### config.mk
export PLATFORM = sky130hd
export DESIGN_NAME = cycle_timer
export DESIGN_NICKNAME = d
export VERILOG_FILES = /design/src/verilog/cycle_timer.sv
export SDC_FILE = /design/constraint.sdc
export NUM_CORES = 1
export LEC_CHECK = 0
export BUFFER_PORTS_ARGS = -buffer_cell sky130_fd_sc_hd__buf_2
export CELL_PAD_IN_SITES_DETAIL_PLACEMENT = 2
export CELL_PAD_IN_SITES_GLOBAL_PLACEMENT = 2
export CORE_AREA = 2 2 39 41
export CTS_CLUSTER_SIZE = 25
export DETAILED_ROUTE_END_ITERATION = 6
export DIE_AREA = 0 0 41 43
export PLACE_DENSITY_LB_ADDON = 0.05
export SETUP_SLACK_MARGIN = 0.02
export SYNTH_ARGS = -nofsm -noshare
export SYNTH_HDL_FRONTEND = slang
export SYNTH_SLANG_ARGS = --single-unit
### constraint.sdc
create_clock -name sys_clk_i -period 4.51 [get_ports sys_clk_i]
set_clock_uncertainty 0.1 [all_clocks]
set_input_delay 0.2255 -clock sys_clk_i [delete_from_list [all_inputs] [get_ports sys_clk_i]]
set_output_delay 0.2255 -clock sys_clk_i [all_outputs]
set_load 0.05 [all_outputs]
### src/verilog/cycle_timer.sv
// Purpose: Down counter that signals completion of a fixed wait.
// Assumes: Start pulse loads the count.
// Notes: Used for the command timer check of the long test.
`timescale 1ns/1ps
module cycle_timer #(
	parameter int unsigned CYCLES = 20
) (
	input  wire logic sys_clk_i,
	input  wire logic reset_n_i,
	input  wire logic clk_en_i,
	input  wire logic start_i,
	output logic      done_o
);
	localparam int W = $clog2(CYCLES + 1);
	logic [W-1:0] cnt_q;
	logic         run_q;

	// Count down from CYCLES - 1 after a start pulse.
	always_ff @(posedge sys_clk_i or negedge reset_n_i) begin
		if (!reset_n_i) begin
			cnt_q <= '0;
			run_q <= 1'b0;
		end else if (clk_en_i) begin
			if (start_i) begin
				cnt_q <= W'(CYCLES - 1);
				run_q <= 1'b1;
			end else if (run_q && cnt_q != '0) begin
				cnt_q <= cnt_q - 1'b1;
			end else begin
				run_q <= 1'b0;
			end
		end
	end

	assign done_o = run_q && (cnt_q == '0) && !start_i;
endmodule

==> qor.yml <==
run_status:
  status: "finished clean"
clock_tree:
  cts_tree: "done"
  cts_resized: 0
  insertion_delay_ns: 0.25
  cts_inserted_buffers: 3
  cts-root-buf: "clkbuf_4"
  clock-sinks: 6
  cts_setup_buffers: 0
  cts_buffer_depth: 2
  holdBufCountCts: 1
  clkSlewWorstSetupHoldPaths_ns: 0.06
  htreeDepth: 1
yosys:
  synth-main-ff-cell: "dfrtp_1"
  ys_top_cells_by_count: "dfrtp_1, inv_1, nand2_1, a21oi_1"
  synth.distinct_cells: 19
  synth_edf_count: 0
  synth_top_area_cell: "dfrtp_1"
  syn_avg_cell_area_um2: 10.5
  async_flop_share_pct: 100
  synth_area_um2: 315
  ys_warn_count: 0
  synthTopCellsByArea: "dfrtp_1, inv_1, nor4b_2"
  ys_seq_area_share_pct: 47.6
  synth_nets: 35
  ys_seq_elements: 6
  synth.most_common_cell: "dfrtp_1"
  netlist_instances: 30
  synth_top_area_share_pct: 47.6
final_layout:
  final_layout_size_suffix_gt1_share_pct: 31.6
  areaGrowthSynthToFinish_pct: 23.0
  diodes: 0
  num-nets-final: 45
  finalNonFillerCells: 54
global_route:
  overflow: 0
  grt_pass1_wl_um: 1590
  antenna_found_initial: 0
  grt_usage_pct: 13.8
  grt_pass1_vias: 318
  grt_max_degree: 7
timing:
  hold_ws_ns: 0.191
  worst_slew_pin_slew_ns: 0.530
  finalSetupViolCount: 0
  fmax_ghz: 0.470
  post-route-min-period_ns: 2.13
  fin_crit_sh_pct: 47.2
  setup_ws_ns: 2.38
  slew_viol_final: 0
  hold_viol: 0
  setup_tns_ns: 0
  max-slew-margin-rel_pct: 64.4
  rsz0062_at_grt: "false"
floorplanning:
  ioPinCount: 5
  die_w_um: 41
  die_h_um: 43
  initial_core_util_pct: 22.8
  rows: 14
  dieArea_um2: 1760
  core_um2: 1380
place:
  gp_congestion: 0.666
  dpl.hpwl_um: 649
  place_inst: 50
  pre_cts_slack_ns: 2.63
  portBuffers: 4
setup_path:
  r2r_cells: 5
  crit_slowest_cell: "dfrtp_1"
  cp_max_fo: 5
  cp.required_ns: 4.18
  crit_type: "reg -> out"
  startpoint_type: "flop"
  cp-end-kind: "output pin"
  max_stage_delay_ns: 0.42
  cp.arrival_ns: 1.80
  cp_cell_sequence: "inv_1 > ha_1 > nor4b_2 > and3b_1 > buf_2"
power_and_ir_drop:
  leakagePower_nw: 0.179
  power_mw: 0.132
  power_per_cell_area_nw_per_um2: 339
  ir_worst_vdd_uv: 110
drt:
  drc: 0
  wl_per_cell_um: 15.1
  vias: 282
  vias_per_cell: 5.22
  routed_wl_um: 814
  drt_pass1_iterations: 1
  first_iter_violations: 0
  ant_nets: 0
worst_hold_path:
  holdCritPathClass: "in -> reg"
  min_path_cells: 2
run:
  maxCapViolCount: 0
## sequential cells by signal (all words and copies together) (netlist names)
| register | flops |
|---|---|
| cnt_q | 5 |
| run_q | 1 |
## per-stage QoR
step	utilization, %	area (um2)
3_3_place_gp	25.7	355
3_5_place_dp	25.7	355
2_1_floorplan	-	315
6_report	28.0	388
5_1_grt	28.0	388
4_1_cts	28.0	388
## power by group
group          total (mW)  internal [mW]  leakage (nW)  switching (mW)
Combinational      0.0169        0.00754        0.0996         0.00939
Sequential         0.0626         0.0581        0.0654         0.00454
Clock              0.0520         0.0303        0.0138          0.0217
## worst max-delay path: cells and delay by family (launching register included)
kind | cells | cell delay (ns)
AND/OR/NAND/NOR | 2 | 0.58
flip-flops | 1 | 0.42
adder cells (fa/ha/maj) | 1 | 0.22
buffers and inverters | 2 | 0.33
## area by class of cell
type | instances | area (um2)
clock buffer | 3 | 22.5
multi-input combinational | 20 | 150
tap | 16 | 20.0
fill | 158 | 996
timing repair buffer | 5 | 30.0
sequential | 6 | 150
inverter | 4 | 15.0
## cells in the final DEF (no fill, tap or decap), types with 2 or more instances in the layout
master / n
dfrtp_1: 6
inv_1: 4
buf_2: 4
nand2_1: 3
clkbuf_4: 3
a21oi_1: 2
## kinds of logic after synthesis
group	count (synthesis)	share of synthesized area (%)
AOI/OAI and AO/OA	9	22.6
adders and majority gates	1	3.97
buffers and inverters	4	4.76
DFF	6	47.6
and+or+nand+nor	10	21.0
## per-layer routing
metal | part of all wire [%] | wire length (um) | track usage, %
met1 | 42 | 338 | 18.0
met2 | 55 | 450 | 20.0
met3 | 2.6 | 21 | 3.14
met4 | 0.49 | 4 | 8.00
met5 | 0 | 0 | 0
## path summary, 6_finish.rpt
| check | start | endpoint | slack, ns |
|---|---|---|---|
| min in group asynchronous | reset_n_i | run_q | 0.23 |
| max reg2reg | cnt_q[0] | cnt_q[0] | 2.70 |
| min | start_i | run_q | 0.19 |
| min reg2reg | cnt_q[4] | cnt_q[4] | 0.43 |
| max | cnt_q[0] | done_o | 2.38 |
| max in group asynchronous | reset_n_i | cnt_q[3] | 3.92 |
Power figures use the tool's default switching activity.
